### src/shared/abu_pkg.sv
// Package for the address breakpoint unit: register map, field layout, vectors, types.
// Assumes an Avalon-MM slave with byte-wide registers in the low bits of 32-bit words.
package abu_pkg;

  // Printed offsets are not all multiples of four, so they are register indices.
  localparam logic [15:0] ABU_IDX_ADDR_HIGH = 16'hFE0C;
  localparam logic [15:0] ABU_IDX_ADDR_LOW  = 16'hFE0D;
  localparam logic [15:0] ABU_IDX_CTRL_STAT = 16'hFE0E;
  localparam logic [15:0] ABU_IDX_FLAG_CTRL = 16'hFE0F;
  localparam int          ABU_ADDR_W        = 18;

  // Field positions.
  localparam int ABU_BIT_MATCH_EN   = 7;
  localparam int ABU_BIT_ACTIVE     = 6;
  localparam int ABU_BIT_FLAG_CLR   = 7;

  // Reset values.
  localparam logic [7:0] ABU_RST_BYTE = 8'h00;

  // Break vector pairs.
  localparam logic [15:0] ABU_VEC_USER_HI = 16'hFFFC;
  localparam logic [15:0] ABU_VEC_USER_LO = 16'hFFFD;
  localparam logic [15:0] ABU_VEC_MON_HI  = 16'hFEFC;
  localparam logic [15:0] ABU_VEC_MON_LO  = 16'hFEFD;

  // Opcode forced into the instruction register; value is a plain default.
  localparam logic [7:0] ABU_SWI_OPCODE = 8'h83;

  // Register bus request bundle.
  typedef struct packed {
    logic [ABU_ADDR_W-1:0] address;
    logic                  read;
    logic                  write;
    logic [31:0]           writedata;
    logic [3:0]            byteenable;
  } abu_req_t;

  // Core-side status bundle.
  typedef struct packed {
    logic [15:0] addr;
    logic        addr_valid;
    logic        last_cycle;
    logic        rti_done;
    logic        monitor_mode;
    logic        stop_mode;
    logic        wait_mode;
    logic        high_volt;
  } abu_core_t;

  // Break sequencer states.
  typedef enum logic [1:0] {
    ABU_IDLE    = 2'b00,
    ABU_PENDING = 2'b01,
    ABU_ACTIVE  = 2'b10
  } abu_state_t;

endpackage : abu_pkg

### src/abu_sync.sv
// Two-stage synchroniser for a level from outside the clock domain.
// Assumes the level is slow against the 50 MHz clock.
`timescale 1ns/1ns
module abu_sync (
  input  wire logic CLK_IN,
  input  wire logic RST_N_IN,
  input  wire logic d_in,
  output logic      q_out
);
  logic meta_r;

  // The first stage feeds only the second stage.
  always_ff @(posedge CLK_IN or negedge RST_N_IN) begin
    if (!RST_N_IN) begin
      meta_r <= 1'b0;
      q_out  <= 1'b0;
    end else begin
      meta_r <= d_in;
      q_out  <= meta_r;
    end
  end
endmodule : abu_sync

### src/abu_match.sv
// Combinational comparator of the core address against the breakpoint address.
// Assumes the address and its valid flag come from logic on the same clock.
`timescale 1ns/1ns
module abu_match #(
  parameter int ADDR_W = 16
) (
  input  wire logic              CLK_IN,
  input  wire logic              RST_N_IN,
  input  wire logic              enable_in,
  input  wire logic              valid_in,
  input  wire logic [ADDR_W-1:0] addr_in,
  input  wire logic [ADDR_W-1:0] target_in,
  output logic                   hit_out
);
  // Combinational so the hit lands in the same cycle as the address.
  always_comb begin
    hit_out = enable_in && valid_in && (addr_in == target_in);
  end
  logic unused_clk;
  assign unused_clk = CLK_IN ^ RST_N_IN;
endmodule : abu_match

### src/abu_top.sv
// Address breakpoint unit: registers, match, break sequencer and core side-effects.
// Assumes a core that reports its fetch address, instruction end and return from
// interrupt on this clock, and an Avalon-MM master on the same clock.
//
// How it works
// - Flag breakpoint when core address equals target.
// - After instruction, force opcode, fetch user vectors.
// - Monitor mode selects the alternate vector pair.
// - Writing one to active flag raises break.
// - Match on final cycle starts break immediately.
// - Return from interrupt ends the break state.
// - Timer counter held while break in progress.
// - Watchdog disabled in break under high voltage.
// - Flag clear enable gates peripheral flag clearing.
// - Unit works in wait; records wait exit.
// - Stop mode blocks address matching, registers kept.
// - Bit seven enables address match breaks.
// - Match sets flag; software clears, reset clears.
// - Address byte registers reset to zero.
//
// Decided for this implementation: the Avalon-MM register port.
`timescale 1ns/1ns
module abu_top (
  input  wire logic                        CLK_IN,
  input  wire logic                        RST_N_IN,
  input  wire logic [abu_pkg::ABU_ADDR_W-1:0] AVS_ADDRESS_IN,
  input  wire logic                        AVS_READ_IN,
  input  wire logic                        AVS_WRITE_IN,
  input  wire logic [31:0]                 AVS_WRITEDATA_IN,
  input  wire logic [3:0]                  AVS_BYTEENABLE_IN,
  output logic [31:0]                      AVS_READDATA_OUT,
  output logic                             AVS_WAITREQUEST_OUT,
  input  wire logic [15:0]                 CORE_ADDR_IN,
  input  wire logic                        CORE_ADDR_VALID_IN,
  input  wire logic                        CORE_LAST_CYCLE_IN,
  input  wire logic                        CORE_RTI_IN,
  input  wire logic                        MONITOR_MODE_IN,
  input  wire logic                        STOP_MODE_IN,
  input  wire logic                        WAIT_MODE_IN,
  input  wire logic                        HIGH_VOLT_RESET_IN,
  output logic                             BREAK_REQ_OUT,
  output logic                             FORCE_OPCODE_OUT,
  output logic [7:0]                       OPCODE_OUT,
  output logic [15:0]                      VECTOR_HI_OUT,
  output logic [15:0]                      VECTOR_LO_OUT,
  output logic                             BREAK_ACTIVE_OUT,
  output logic                             TIMER_HOLD_OUT,
  output logic                             WATCHDOG_HOLD_OUT,
  output logic                             FLAG_CLEAR_ALLOW_OUT,
  output logic                             WAIT_EXIT_BY_BREAK_OUT
);
  import abu_pkg::*;

  abu_req_t   req;
  abu_core_t  core;
  abu_state_t state_r;
  abu_state_t state_nxt;
  logic [7:0] break_address_high_r;
  logic [7:0] break_address_low_r;
  logic       break_match_enable_r;
  logic       break_active_flag_r;
  logic       flag_clear_enable_r;
  logic       wait_exit_by_break_r;
  logic       ack_r;
  logic       high_volt_sync;
  logic       hit;
  logic       sw_break;
  logic       wr_ctrl;
  logic       wr_lane0;
  logic       start_now;
  logic       break_event;

  // Decode a register index from the byte address.
  function automatic logic sel(input logic [ABU_ADDR_W-1:0] a, input logic [15:0] idx);
    sel = (a[ABU_ADDR_W-1:2] == idx);
  endfunction : sel

  // Gather bus and core signals into bundles.
  always_comb begin
    req.address    = AVS_ADDRESS_IN;
    req.read       = AVS_READ_IN;
    req.write      = AVS_WRITE_IN;
    req.writedata  = AVS_WRITEDATA_IN;
    req.byteenable = AVS_BYTEENABLE_IN;
    core.addr         = CORE_ADDR_IN;
    core.addr_valid   = CORE_ADDR_VALID_IN;
    core.last_cycle   = CORE_LAST_CYCLE_IN;
    core.rti_done     = CORE_RTI_IN;
    core.monitor_mode = MONITOR_MODE_IN;
    core.stop_mode    = STOP_MODE_IN;
    core.wait_mode    = WAIT_MODE_IN;
    core.high_volt    = high_volt_sync;
  end

  // The test voltage detector is an analogue pin, so it is synchronised.
  abu_sync u_hv_sync (
    .CLK_IN   (CLK_IN),
    .RST_N_IN (RST_N_IN),
    .d_in     (HIGH_VOLT_RESET_IN),
    .q_out    (high_volt_sync)
  );

  // Matching stops in stop mode but continues in wait mode.
  abu_match #(.ADDR_W(16)) u_match (
    .CLK_IN    (CLK_IN),
    .RST_N_IN  (RST_N_IN),
    .enable_in (break_match_enable_r && !core.stop_mode),
    .valid_in  (core.addr_valid),
    .addr_in   (core.addr),
    .target_in ({break_address_high_r, break_address_low_r}),
    .hit_out   (hit)
  );

  // Every access takes one wait cycle; the answer comes on the second edge.
  assign AVS_WAITREQUEST_OUT = (req.read || req.write) && !ack_r;
  assign wr_lane0 = req.write && ack_r && req.byteenable[0];
  assign wr_ctrl  = wr_lane0 && sel(req.address, ABU_IDX_CTRL_STAT);
  assign sw_break = wr_ctrl && req.writedata[ABU_BIT_ACTIVE];

  // Acknowledge toggle, so back-to-back requests each see one wait cycle.
  always_ff @(posedge CLK_IN or negedge RST_N_IN) begin
    if (!RST_N_IN) begin
      ack_r <= 1'b0;
    end else begin
      ack_r <= (req.read || req.write) && !ack_r;
    end
  end

  // Address byte registers; stop mode does not disturb their contents.
  always_ff @(posedge CLK_IN or negedge RST_N_IN) begin
    if (!RST_N_IN) begin
      break_address_high_r <= ABU_RST_BYTE;
      break_address_low_r  <= ABU_RST_BYTE;
    end else begin
      if (wr_lane0 && sel(req.address, ABU_IDX_ADDR_HIGH)) begin
        break_address_high_r <= req.writedata[7:0];
      end
      if (wr_lane0 && sel(req.address, ABU_IDX_ADDR_LOW)) begin
        break_address_low_r <= req.writedata[7:0];
      end
    end
  end

  // Match enable bit; only bits seven and six of the control register exist.
  always_ff @(posedge CLK_IN or negedge RST_N_IN) begin
    if (!RST_N_IN) begin
      break_match_enable_r <= 1'b0;
    end else if (wr_ctrl) begin
      break_match_enable_r <= req.writedata[ABU_BIT_MATCH_EN];
    end
  end

  // Active flag: a hardware set wins over a software clear in the same cycle.
  always_ff @(posedge CLK_IN or negedge RST_N_IN) begin
    if (!RST_N_IN) begin
      break_active_flag_r <= 1'b0;
    end else if (hit || sw_break) begin
      break_active_flag_r <= 1'b1;
    end else if (wr_ctrl && !req.writedata[ABU_BIT_ACTIVE]) begin
      break_active_flag_r <= 1'b0;
    end
  end

  // Flag-clear enable in the separate flag control register.
  always_ff @(posedge CLK_IN or negedge RST_N_IN) begin
    if (!RST_N_IN) begin
      flag_clear_enable_r <= 1'b0;
    end else if (wr_lane0 && sel(req.address, ABU_IDX_FLAG_CTRL)) begin
      flag_clear_enable_r <= req.writedata[ABU_BIT_FLAG_CLR];
    end
  end

  // A break from either source; a final-cycle match skips the pending wait.
  assign break_event = hit || sw_break;
  assign start_now   = break_event && core.last_cycle;

  // Break sequencer: pending until the instruction ends, active until return.
  always_comb begin
    state_nxt = state_r;
    case (state_r)
      ABU_IDLE: begin
        if (start_now) begin
          state_nxt = ABU_ACTIVE;
        end else if (break_event) begin
          state_nxt = ABU_PENDING;
        end
      end
      ABU_PENDING: begin
        if (core.last_cycle) begin
          state_nxt = ABU_ACTIVE;
        end
      end
      ABU_ACTIVE: begin
        if (core.rti_done) begin
          state_nxt = ABU_IDLE;
        end
      end
      default: begin
        state_nxt = ABU_IDLE;
      end
    endcase
  end

  always_ff @(posedge CLK_IN or negedge RST_N_IN) begin
    if (!RST_N_IN) begin
      state_r <= ABU_IDLE;
    end else begin
      state_r <= state_nxt;
    end
  end

  // Wait exit status: set when a break arrives during wait, cleared by a read
  // of the flag control register index.
  always_ff @(posedge CLK_IN or negedge RST_N_IN) begin
    if (!RST_N_IN) begin
      wait_exit_by_break_r <= 1'b0;
    end else if (break_event && core.wait_mode) begin
      wait_exit_by_break_r <= 1'b1;
    end else if (req.read && ack_r && sel(req.address, ABU_IDX_FLAG_CTRL)) begin
      wait_exit_by_break_r <= 1'b0;
    end
  end

  // Opcode force and vector outputs, registered so the core sees clean levels.
  always_ff @(posedge CLK_IN or negedge RST_N_IN) begin
    if (!RST_N_IN) begin
      FORCE_OPCODE_OUT <= 1'b0;
      VECTOR_HI_OUT    <= ABU_VEC_USER_HI;
      VECTOR_LO_OUT    <= ABU_VEC_USER_LO;
    end else begin
      FORCE_OPCODE_OUT <= (state_r != ABU_ACTIVE) && (state_nxt == ABU_ACTIVE);
      VECTOR_HI_OUT    <= core.monitor_mode ? ABU_VEC_MON_HI : ABU_VEC_USER_HI;
      VECTOR_LO_OUT    <= core.monitor_mode ? ABU_VEC_MON_LO : ABU_VEC_USER_LO;
    end
  end

  assign OPCODE_OUT             = ABU_SWI_OPCODE;
  assign BREAK_REQ_OUT          = break_event || (state_r == ABU_PENDING);
  assign BREAK_ACTIVE_OUT       = (state_r == ABU_ACTIVE);
  assign TIMER_HOLD_OUT         = (state_r == ABU_ACTIVE);
  assign WATCHDOG_HOLD_OUT      = (state_r == ABU_ACTIVE) && core.high_volt;
  assign FLAG_CLEAR_ALLOW_OUT   = (state_r != ABU_ACTIVE) || flag_clear_enable_r;
  assign WAIT_EXIT_BY_BREAK_OUT = wait_exit_by_break_r;

  // Read data: registered on the wait edge, ready for the acknowledge; unmapped reads zero.
  always_ff @(posedge CLK_IN or negedge RST_N_IN) begin
    if (!RST_N_IN) begin
      AVS_READDATA_OUT <= 32'h0000_0000;
    end else if (req.read && !ack_r) begin
      AVS_READDATA_OUT <= 32'h0000_0000;
      if (sel(req.address, ABU_IDX_ADDR_HIGH)) begin
        AVS_READDATA_OUT[7:0] <= break_address_high_r;
      end else if (sel(req.address, ABU_IDX_ADDR_LOW)) begin
        AVS_READDATA_OUT[7:0] <= break_address_low_r;
      end else if (sel(req.address, ABU_IDX_CTRL_STAT)) begin
        AVS_READDATA_OUT[ABU_BIT_MATCH_EN] <= break_match_enable_r;
        AVS_READDATA_OUT[ABU_BIT_ACTIVE]   <= break_active_flag_r;
      end else if (sel(req.address, ABU_IDX_FLAG_CTRL)) begin
        AVS_READDATA_OUT[ABU_BIT_FLAG_CLR] <= flag_clear_enable_r;
        AVS_READDATA_OUT[0]                <= wait_exit_by_break_r;
      end
    end
  end

endmodule : abu_top

### config.mk
export PLATFORM = sky130hd
export DESIGN_NAME = abu_top
export DESIGN_NICKNAME = d
export VERILOG_FILES = /design/src/shared/abu_pkg.sv /design/src/abu_sync.sv /design/src/abu_match.sv /design/src/abu_top.sv
export SDC_FILE = /design/constraint.sdc
export NUM_CORES = 1
export LEC_CHECK = 0
export ABC_CLOCK_PERIOD_IN_PS = 1400
export BUFFER_PORTS_ARGS = -buffer_cell sky130_fd_sc_hd__buf_2
export CORE_ASPECT_RATIO = 0.9
export CORE_MARGIN = 2
export CORE_UTILIZATION = 37
export DETAILED_ROUTE_END_ITERATION = 8
export PLACE_DENSITY_LB_ADDON = 0.1
export SYNTH_ARGS = -nofsm -noshare
export SYNTH_HDL_FRONTEND = slang
export SYNTH_SLANG_ARGS = --single-unit
### constraint.sdc
create_clock -name CLK_IN -period 1.4 [get_ports CLK_IN]
set_input_delay 0.14 -clock CLK_IN [delete_from_list [all_inputs] [get_ports CLK_IN]]
set_output_delay 0.14 -clock CLK_IN [all_outputs]
set_load 0.1 [all_outputs]
# Word-level counts from Yosys, hierarchy flattened
# Cells that the tools add are included.
# W data, S select, Z words.
op_classes:
  n_eq_ne: 9
  mux: 20
  reduce_logical: 29
op_table:
  columns: ["operator", "count"]
  rows:
  - ["$eq A16 B16 Y1 const B", 4]
  - ["$logic_and A1 B1 Y1", 19]
  - ["$mux W9", 2]
  - ["$eq A16 B16 Y1", 1]
  - ["$mux W1", 10]
  - ["$mux W2", 5]
  - ["$mux W8", 1]
  - ["$pmux W2 S3", 1]
  - ["$mux W5", 1]
  - ["$eq A2 B2 Y1 const B", 2]
  - ["$logic_or A1 B1 Y1", 4]
  - ["$reduce_bool A2 Y1", 2]
  - ["$logic_not A1 Y1", 3]
  - ["$eq A2 B1 Y1 const B", 1]
  - ["$logic_not A2 Y1", 1]
  - ["$ne A2 B2 Y1 const B", 1]
totals:
  ff_bits: 54
  wordCells: 72
  output_inout_bits: 80
  in_bits: 81

# Logic depth before layout (Yosys ltp)
# Gate-level depths: netlist of the first run.
depth:
  depth_word: 10
  ltp_mapped: 6
  ltp_nobuf: 5

# Hierarchy
# From an unflattened synthesis of the first run, not the netlist that was laid out.
hier_totals:
  hier_cells: 216
  hier_area_um2: 2269.7
by_module_without_submodules:
  columns: ["module", "area_per_inst_um2", "instances", "cells_each", "seq_area_each_um2"]
  rows:
  - ["abu_top", 2035.7, 1, 192, 827.0]
  - ["abu_match", 183.9, 1, 22, 0.0]
  - ["abu_sync", 50.0, 1, 2, 50.0]

# Worst setup path before layout of the first run
# Ideal clock, no wire load.
synth_path:
  path_kind: "register to output"
  startpoint: "register state_r[0]"
  endpoint: "output FLAG_CLEAR_ALLOW_OUT"
  path_stages_with_launch: 3
  path_buffers: 0
  required_time_ps: 1260
  path_slack_ps: -1659
  t_arrival_ps: 2919
  cell_sequence: "dfrtp_1 -> nor2b_1 -> nand2b_1"
synth_via:
  elab_chain_cells: 2
synth_lines:
  columns: ["element", "line", "text"]
  rows:
  - ["from (decl)", "abu_top.sv:56", "abu_state_t state_r;"]
  - ["from (signal assigned)", "abu_top.sv:208", "state_r <= state_nxt;"]
  - ["$ne A2 B2 Y1", "abu_top.sv:242", "assign FLAG_CLEAR_ALLOW_OUT = (state_r != ABU_ACTIVE) || flag_clear_enable_r;"]
  - ["$logic_or A1 B1 Y1", "abu_top.sv:242", null]
  - ["to (decl)", "abu_top.sv:49", "output logic FLAG_CLEAR_ALLOW_OUT,"]
# No other way between the ends.

# Worst setup path in the final report of the first run
layout_path:
  startpoint: "input AVS_ADDRESS_IN[10] (netlist name)"
  endpoint: "output BREAK_REQ_OUT"
layout_via:
  elab_chain_cells: 5
layout_lines:
  columns: ["element", "line", "text"]
  rows:
  - ["from (decl)", "abu_top.sv:26", "input wire logic [abu_pkg::ABU_ADDR_W-1:0] AVS_ADDRESS_IN,"]
  - ["$eq A16 B16 Y1", "abu_top.sv:75", "sel = (a[ABU_ADDR_W-1:2] == idx);"]
  - ["$logic_and A1 B1 Y1", "abu_top.sv:117", "assign wr_ctrl = wr_lane0 && sel(req.address, ABU_IDX_CTRL_STAT);"]
  - ["$logic_and A1 B1 Y1", "abu_top.sv:118", "assign sw_break = wr_ctrl && req.writedata[ABU_BIT_ACTIVE];"]
  - ["$logic_or A1 B1 Y1", "abu_top.sv:174", "assign break_event = hit || sw_break;"]
  - ["$logic_or A1 B1 Y1", "abu_top.sv:238", "assign BREAK_REQ_OUT = break_event || (state_r == ABU_PENDING);"]
  - ["to (decl)", "abu_top.sv:41", "output logic BREAK_REQ_OUT,"]
# No other way between the ends.

==> results.md, run 1 <==
- Final Routed Wirelength: 5030 um
- Buffers added on ports: 69
- Ordered cell list for the critical path: buf_6, or4b_4, nor4_4, buf_4, and2_4, nand2_4, nand3_4, buf_12
- Post-synthesis area per instance: about 10 um^2
- Post-Place Setup Slack: -588 ps
- Clock root cell: clkbuf_8
- Sequential area share after synthesis: 39.4%
- Std-Cell Rows: 26
- Status: complete, but fails checks
- Capture instance of the worst register-to-register path: state_r[0]$_DFF_PN0_
- Required time worst endpoint: approximately 1300 ps
- Yosys cell types: 35
- Crit path max-delay cell type: or4b_4
- Max IR drop VDD: ~670 uV
- Most common cell in the netlist: buf_4
- Area of the core: 5730 um^2
- Syn Inst Count: approximately 220
- Most common flop cell mapped by yosys: dfrtp_1
- Worst-skew pair later-pin latency: between 200 and 300 ps
- Worst R2R Setup Slack: -70 ps
- Fraction of final layout cells sized beyond drive strength 1: 49.5%
- Setup-violating endpoint count in the final report: 30
- Critical path's largest stage delay: around 550 ps
- Filler cell count in the final layout: 541
- Yosys warnings: 0
- Post-DP HPWL: between 3000 and 4000 um
- Final number of hold-violating endpoints: 0
- Die outline area: about 6600 um^2
- Crit path arrival time: roughly 1700 ps
- Antenna diode count: 0
- Worst Setup Start Kind: primary input
- Pre-Repair DR Iteration Count: 4
- Final routed wire length divided by cell count: approximately 12 um
- Cell depth of the worst hold path: 2
- Critical path's top delay family: simple AND/OR/NAND/NOR gates
- Pin count of the biggest net entering global routing: 26
- EDFF count, synth: 0
- Residual antenna-violating net count after detailed routing: 0
- Starting utilization of the core area: roughly two fifths
- Type of the most critical hold path: primary input to flip-flop
- Total global routing overflow: 0
- Area added between synthesis and finish: 41.0%
- Overall global routing resource usage: approximately 15%
- CTS max path bufs: 2
- Post-synthesis register bit count: 35
- Via count of the first global-routing pass: 1554
- Origin of the worst min-delay path: CORE_LAST_CYCLE_IN
- Max-slew violations: 0
- FFs w/ async S/R, synth: 100%
- DRC errors left: 0
- Unrepaired setup endpoints after global routing: yes
- Leakage power figure: 1.64 nW
- Max-slew headroom: roughly 62%
- Cell area after placement: 2780 um^2
- Area fraction of the dominant cell type after synthesis: a little under two fifths
- Most common library cells after synthesis: buf_4, dfrtp_1, mux2_2
- Portion of the clock cycle consumed by the worst path in the final layout: 130%
- Most area-hungry cell type in the Yosys netlist: dfrtp_1
- Final design instance area without fill: approximately 3100 um^2
- Routed via count: 1719
- Initial antenna violation count: 0
- Clock tree from TritonCTS: yes
- Horizontal die dimension: roughly 86 um
- Fmax: 0.549 GHz
- Failing checks: setup timing
- Final weighted congestion in routability-driven placement: 0.821
- Max-cap check violation count: 0
- Cell Pwr Density: about 900 nW/um^2
- Time the final worst path needs with I/O delays and setup: 1820 ps
- Largest cells by area after synthesis: dfrtp_1, buf_4, mux2_2
- Clk sink count: 35
- Slew at the pin closest to its max-slew limit: around 570 ps
- Die span in y: about 78 um
- Post-Route Skew: around 4.4 ps
- First-pass GRT wire length: roughly 7600 um
- Logic depth of the worst register-to-register path: 6
- Post-DR vias/cell: 4.27
- Number of buffer and inverter stages on the critical path: 3
- PnR worst setup slack: -420 ps
- Endpoint of the worst hold path: state_r[0]$_DFF_PN0_
- Depth of the CTS H-tree: 2
- Clock edge transition at the registers on the reported setup and hold paths: approximately 70 ps
- # nets final: between 400 and 500
- Startpoint of the worst-slack reg-to-reg timing path: break_address_high_r[3]$_DFFE_PN0P_
- Endpoint type of the worst setup path: output port
- Cell area after technology mapping: roughly 2200 um^2
- Boundary Pins: ~160
- Class of the most critical setup path: primary input to output port
- First DRT Iteration DRCs: 59
- Largest fanout of any net on the critical path: 2
- TritonCTS Buffers: 5
-- report_power, final --
part	internal [W]	switching (W)	leakage, nW	total, W
clock	0.000349	0.000355	0.0422	0.000705
sequential	0.00102	0.00000420	0.474	0.00102
combinational	0.000132	0.000886	1.13	0.00102
total	0.00150	0.00125	1.64	0.00275
-- state kept, by name, summed over array words and instances, names as in the netlist --
| name | cells |
|---|---|
| AVS_READDATA_OUT | 8 |
| FORCE_OPCODE_OUT | 1 |
| VECTOR_LO_OUT | 1 |
| WAIT_EXIT_BY_BREAK_OUT | 1 |
| ack_r | 1 |
| break_active_flag_r | 1 |
| break_address_high_r | 8 |
| break_address_low_r | 8 |
| break_match_enable_r | 1 |
| flag_clear_enable_r | 1 |
| state_r | 2 |
| u_hv_sync.meta_r | 1 |
| u_hv_sync.q_out | 1 |
-- per-stage QoR --
step                      total power (W)  hold slack, ps  std cells  utilization [%]  TNS (ps)
final                             0.00275            36.8        403             54.7     -8400
after global routing              0.00284            35.5        403             54.7     -9750
after CTS                         0.00274            30.7        399             52.4     -9320
after detailed placement          0.00204             172        384             48.5    -16040
after global placement            0.00204             180        384             48.5    -15450
after floorplan                   0.00202            -156        277                -    -11970
-- cell families after synthesis --
group           after synthesis  synth area share (%)
buf+inv                      70                  22.6
flops                        35                  39.4
other cells                   2                 0.338
mux                          26                  13.3
simple gates                 53                  14.1
xor+xnor                     16                  6.30
compound gates               15                  3.88
-- how the worst max path moves through the flow --
stage	slack [ps]	from	cells after the start	end
after floorplan	-510	AVS_ADDRESS_IN[6]	5	break_address_high_r[0]$_DFFE_PN0P_
after global placement	-580	AVS_ADDRESS_IN[6]	7	break_address_high_r[4]$_DFFE_PN0P_
after detailed placement	-590	AVS_ADDRESS_IN[6]	7	break_address_high_r[4]$_DFFE_PN0P_
after CTS	-430	AVS_ADDRESS_IN[10]	8	BREAK_REQ_OUT
after global routing	-510	break_address_low_r[1]$_DFFE_PN0P_	6	BREAK_REQ_OUT
final	-420	AVS_ADDRESS_IN[10]	8	BREAK_REQ_OUT
-- placed cells by master (no fill, tap or decap), types with 2 or more instances in the layout --
| cell | instances |
|---|---|
| nor2_4 | 2 |
| nand2b_1 | 4 |
| and2_4 | 2 |
| clkbuf_8 | 5 |
| conb_1 | 62 |
| o21ai_1 | 4 |
| xnor2_2 | 2 |
| nand4_1 | 5 |
| buf_2 | 62 |
| nand3_1 | 5 |
| inv_1 | 3 |
| mux2i_1 | 7 |
| mux2_4 | 18 |
| buf_6 | 10 |
| nor3_1 | 2 |
| xnor2_1 | 14 |
| a31oi_1 | 2 |
| nor2_1 | 5 |
| dlygate4sd3_1 | 3 |
| buf_4 | 34 |
| clkbuf_1 | 2 |
| buf_12 | 6 |
| o21ai_2 | 5 |
| dfrtp_1 | 34 |
| nand2_1 | 11 |
| nand2_2 | 2 |
-- routing by layer --
layer,share of wire (%),up-vias,GRT usage [%]
met2,48,75,23.6
met4,0.54,0,3.33
met1,45,805,20.9
met5,0,-,0
li1,-,837,-
met3,6.1,2,2.02
-- final cells by class --
cell class                      count  area (um^2)  share of cell area (%)
Inverter                            3         11.3                   0.359
Sequential cell                    35          877                    28.0
Multi-Input combinational cell    172         1250                    39.8
Clock inverter                      1         5.00                   0.160
Timing Repair Buffer              115          828                    26.4
Clock buffer                        7         76.3                    2.44
Tap cell                           70         87.6                    2.79
-- repair_timing --
action / in CTS / in global routing
setup buffers: 4 / 4
hold buffers: 3 / 0
setup endpoints to repair: 31 / 32
resized for setup: 23 / 31
endpoints found under the hold margin: 24 / 0
pin swaps: 4 / 16
No activity file was read; power rests on OpenSTA's default activity.
==> inputs of run 2 (changes only) <==
--- a/config.mk
+++ b/config.mk
@@ -11,7 +11,7 @@
 export CORE_MARGIN = 2
 export CORE_UTILIZATION = 37
 export DETAILED_ROUTE_END_ITERATION = 8
-export PLACE_DENSITY_LB_ADDON = 0.1
+export PLACE_DENSITY = 0.82
 export SYNTH_ARGS = -nofsm -noshare
 export SYNTH_HDL_FRONTEND = slang
 export SYNTH_SLANG_ARGS = --single-unit
==> run 2 against run 1 <==
The run still ends with setup timing left. First-iteration DRC count increased by 24%. Critical path type is now flip-flop to output port. Clock power decreased by 2.8%. Highest routed layer unchanged. Largest cell class unchanged. Setup slack got worse by 57 ps. Global-route usage increased by 1.1 points. Clock-buffer cell count unchanged. Die area unchanged. Cell area decreased by 1.2%. Non-clock buffer count decreased by 8.
==> results.md, run 2 (synthesized netlist as in run 1, its figures left out) <==
- Fraction of final layout cells sized beyond drive strength 1: 48.9% (was 49.5%)
- Worst Setup Start Kind: flip-flop (was primary input)
- Number of placed cells counting well taps: 376 (was 384)
- Crit path max-delay cell type: dfrtp_1 (was or4b_4)
- Clock tree from TritonCTS: yes (unchanged)
- Largest fanout of any net on the critical path: 2 (unchanged)
- Number of cells in the finished layout apart from fillers: 395 (was 403)
- Logic depth of the worst register-to-register path: 5 (was 6)
- Worst R2R Setup Slack: -180 ps (was -70 ps)
- Core occupancy in the finished layout: 54.1% (was 54.7%)
- Commonest non-fill, non-tap cell in the layout: conb_1
- Final weighted congestion in routability-driven placement: 0.843 (was 0.821)
- Critical path's largest stage delay: 420 ps (was 550 ps)
- Failing checks: setup timing (unchanged)
- Horizontal die dimension: 85.7 um (unchanged)
- Boundary Pins: 161 (unchanged)
- Area of the core: 5730 um^2 (unchanged)
- Max-cap check violation count: 0 (unchanged)
- Depth of the CTS H-tree: 2 (unchanged)
- Via count of the first global-routing pass: 1729 (was 1554)
- Overall global routing resource usage: 15.7% (was 14.6%)
- Post-Route Skew: 3.53 ps (was 4.42 ps)
- Max-slew violations: 0 (unchanged)
- Pin count of the biggest net entering global routing: 21 (was 26)
- Cell Int Power: 0.00149 W (was 0.00150 W)
- Number of buffer and inverter stages on the critical path: 1 (was 3)
- Die outline area: 6650 um^2 (unchanged)
- Total net switching power: 0.00123 W (was 0.00125 W)
- Type of the most critical hold path: primary input to flip-flop (unchanged)
- Endpoint type of the worst setup path: output port (unchanged)
- Cell depth of the worst hold path: 2 (unchanged)
- Residual antenna-violating net count after detailed routing: 0 (unchanged)
- Setup-violating endpoint count in the final report: 29 (was 30)
- First DRT Iteration DRCs: 73 (was 59)
- Sequential share of power: 37.8% (was 37.3%)
- CTS max path bufs: 2 (unchanged)
- TritonCTS Buffers: 5 (unchanged)
- Final Routed Wirelength: 5850 um (was 5030 um)
- Unrepaired setup endpoints after global routing: yes (unchanged)
- Combinational fraction of design power: 37.0% (was 37.1%)
- Starting utilization of the core area: 38.8% (unchanged)
- # nets final: 405 (was 413)
- PnR worst setup slack: -478 ps (was -420 ps)
- Crit path arrival time: 1740 ps (was 1680 ps)
- Routed via count: 1798 (was 1719)
- Pre-Repair DR Iteration Count: 6 (was 4)
- Time the final worst path needs with I/O delays and setup: 1880 ps (was 1820 ps)
- Status: complete, but fails checks (unchanged)
- Stages on the worst setup path: 6 (was 8)
- Clock root cell: clkbuf_8 (unchanged)
- Initial antenna violation count: 0 (unchanged)
- Clock edge transition at the registers on the reported setup and hold paths: 70 ps (about the same)
- Max IR drop VDD: 520 uV (was 671 uV)
- Buffers added on ports: 69 (unchanged)
- Cell Pwr Density: 879 nW/um^2 (was 876 nW/um^2)
- Fmax: 0.533 GHz (was 0.549 GHz)
- Antenna diode count: 0 (unchanged)
- Die span in y: 77.5 um (unchanged)
- Worst-skew pair later-pin latency: 280 ps (about the same)
- Total global routing overflow: 0 (unchanged)
- Class of the most critical setup path: flip-flop to output port (was primary input to output port)
- Final routed wire length divided by cell count: 14.8 um (was 12.5 um)
- DRC errors left: 0 (unchanged)
- Final number of hold-violating endpoints: 0 (unchanged)
- Std-Cell Rows: 26 (unchanged)
- Net Sw Frac: 45.2% (was 45.3%)
- Critical path's top delay family: simple AND/OR/NAND/NOR gates (unchanged)
- Most used cells in the layout excluding fill and tap cells: conb_1, buf_2, dfrtp_1 (was conb_1, buf_2, dfrtp_1, buf_4, mux2_4)
- Clk sink count: 35 (unchanged)
- Required time worst endpoint: 1260 ps (about the same)
- Post-DR vias/cell: 4.55 (was 4.27)
- Portion of the clock cycle consumed by the worst path in the final layout: 134% (was 130%)
- Clk network pwr share: 25.2% (was 25.7%)
- Leakage power figure: 1.62 nW (was 1.64 nW)
- Top flop regs: AVS_READDATA_OUT x8, break_address_high_r x8, break_address_low_r x8 (unchanged)
- Post-DP HPWL: 4070 um (was 3970 um)
- Ordered cell list for the critical path: xnor2_2, nand4_1, nor3_2, nand2_2, nand3_4, buf_12 (was buf_6, or4b_4, nor4_4, buf_4, and2_4, nand2_4, nand3_4, buf_12)
- Area added between synthesis and finish: 39.3% (was 41.0%)
- First-pass GRT wire length: 8290 um (was 7640 um)
[run 2: cell count changes in the layout (fill, tap and decap cells not counted), moves of 2 or more]
cell / previous run / this run
buf_6: 10 / 4
clkbuf_4: 0 / 2
o21ai_0: 0 / 2
nor2_1: 5 / 3
o21ai_1: 4 / 2
nor2_2: 1 / 3
buf_12: 6 / 8
buf_4: 34 / 31
buf_2: 62 / 59
[run 2: cell type report]
| cell class | instances | area (um^2) |
|---|---|---|
| multi-input combinational | 172 | 1260 |
| clock inverter | 1 | 5.00 |
| inverter | 3 | 11.3 |
| clock buffer | 7 | 76.3 |
| tap | 70 | 87.6 |
| fill | 481 | 2630 |
| timing repair buffer | 107 | 778 |
| sequential | 35 | 877 |
[run 2: layer usage]
layer / GRT usage (%) / up-vias / share of wire [%]
met3: 2.66 / 22 / 6.6
met5: 0 / - / 0
met2: 27.3 / 109 / 51
met1: 19.8 / 850 / 38
met4: 5.08 / 0 / 3.6
li1: - / 817 / -
[run 2: worst paths after layout]
path	from	endpoint
min in group asynchronous	RST_N_IN	break_address_low_r[3]$_DFFE_PN0P_
max in group asynchronous	RST_N_IN	u_hv_sync.meta_r$_DFF_PN0_
worst min-delay path	CORE_LAST_CYCLE_IN	state_r[0]$_DFF_PN0_
worst max-delay path	break_address_low_r[2]$_DFFE_PN0P_	BREAK_REQ_OUT
worst max register to register	ack_r$_DFF_PN0_	break_match_enable_r$_DFFE_PN0N_
worst min register to register	u_hv_sync.meta_r$_DFF_PN0_	u_hv_sync.q_out$_DFF_PN0_
[run 2: power by group through the flow]
stage          sequential [W]  combinational [W]  clock, W
3_5_place_dp          0.00105           0.000979         0
3_3_place_gp          0.00105           0.000974         0
5_1_grt               0.00103            0.00104  0.000739
4_1_cts               0.00103           0.000991  0.000698
6_report              0.00103            0.00101  0.000685
2_1_floorplan         0.00106           0.000958         0
[run 2: stage by stage]
stage,hold WS [ps],area (um^2),power (W),setup TNS [ps],setup slack (ps)
floorplan,-156,2490,0.00202,-11970,-515
global placement,107,2740,0.00202,-15850,-605
detailed placement,110,2740,0.00203,-16760,-646
CTS,34.5,2960,0.00272,-10120,-492
global route,44.8,3100,0.00281,-10570,-541
finish,44.9,3100,0.00272,-9400,-478
[run 2: repair_timing]
| item | in CTS | in global routing |
|---|---|---|
| endpoints found under the hold margin | 19 | 0 |
| gates resized for setup | 19 | 32 |
| pin swaps | 5 | 20 |
| hold buffers | 3 | 0 |
| cloned | 0 | 0 |
| buffers inserted | 4 | 4 |
| endpoints found under the setup margin | 30 | 35 |
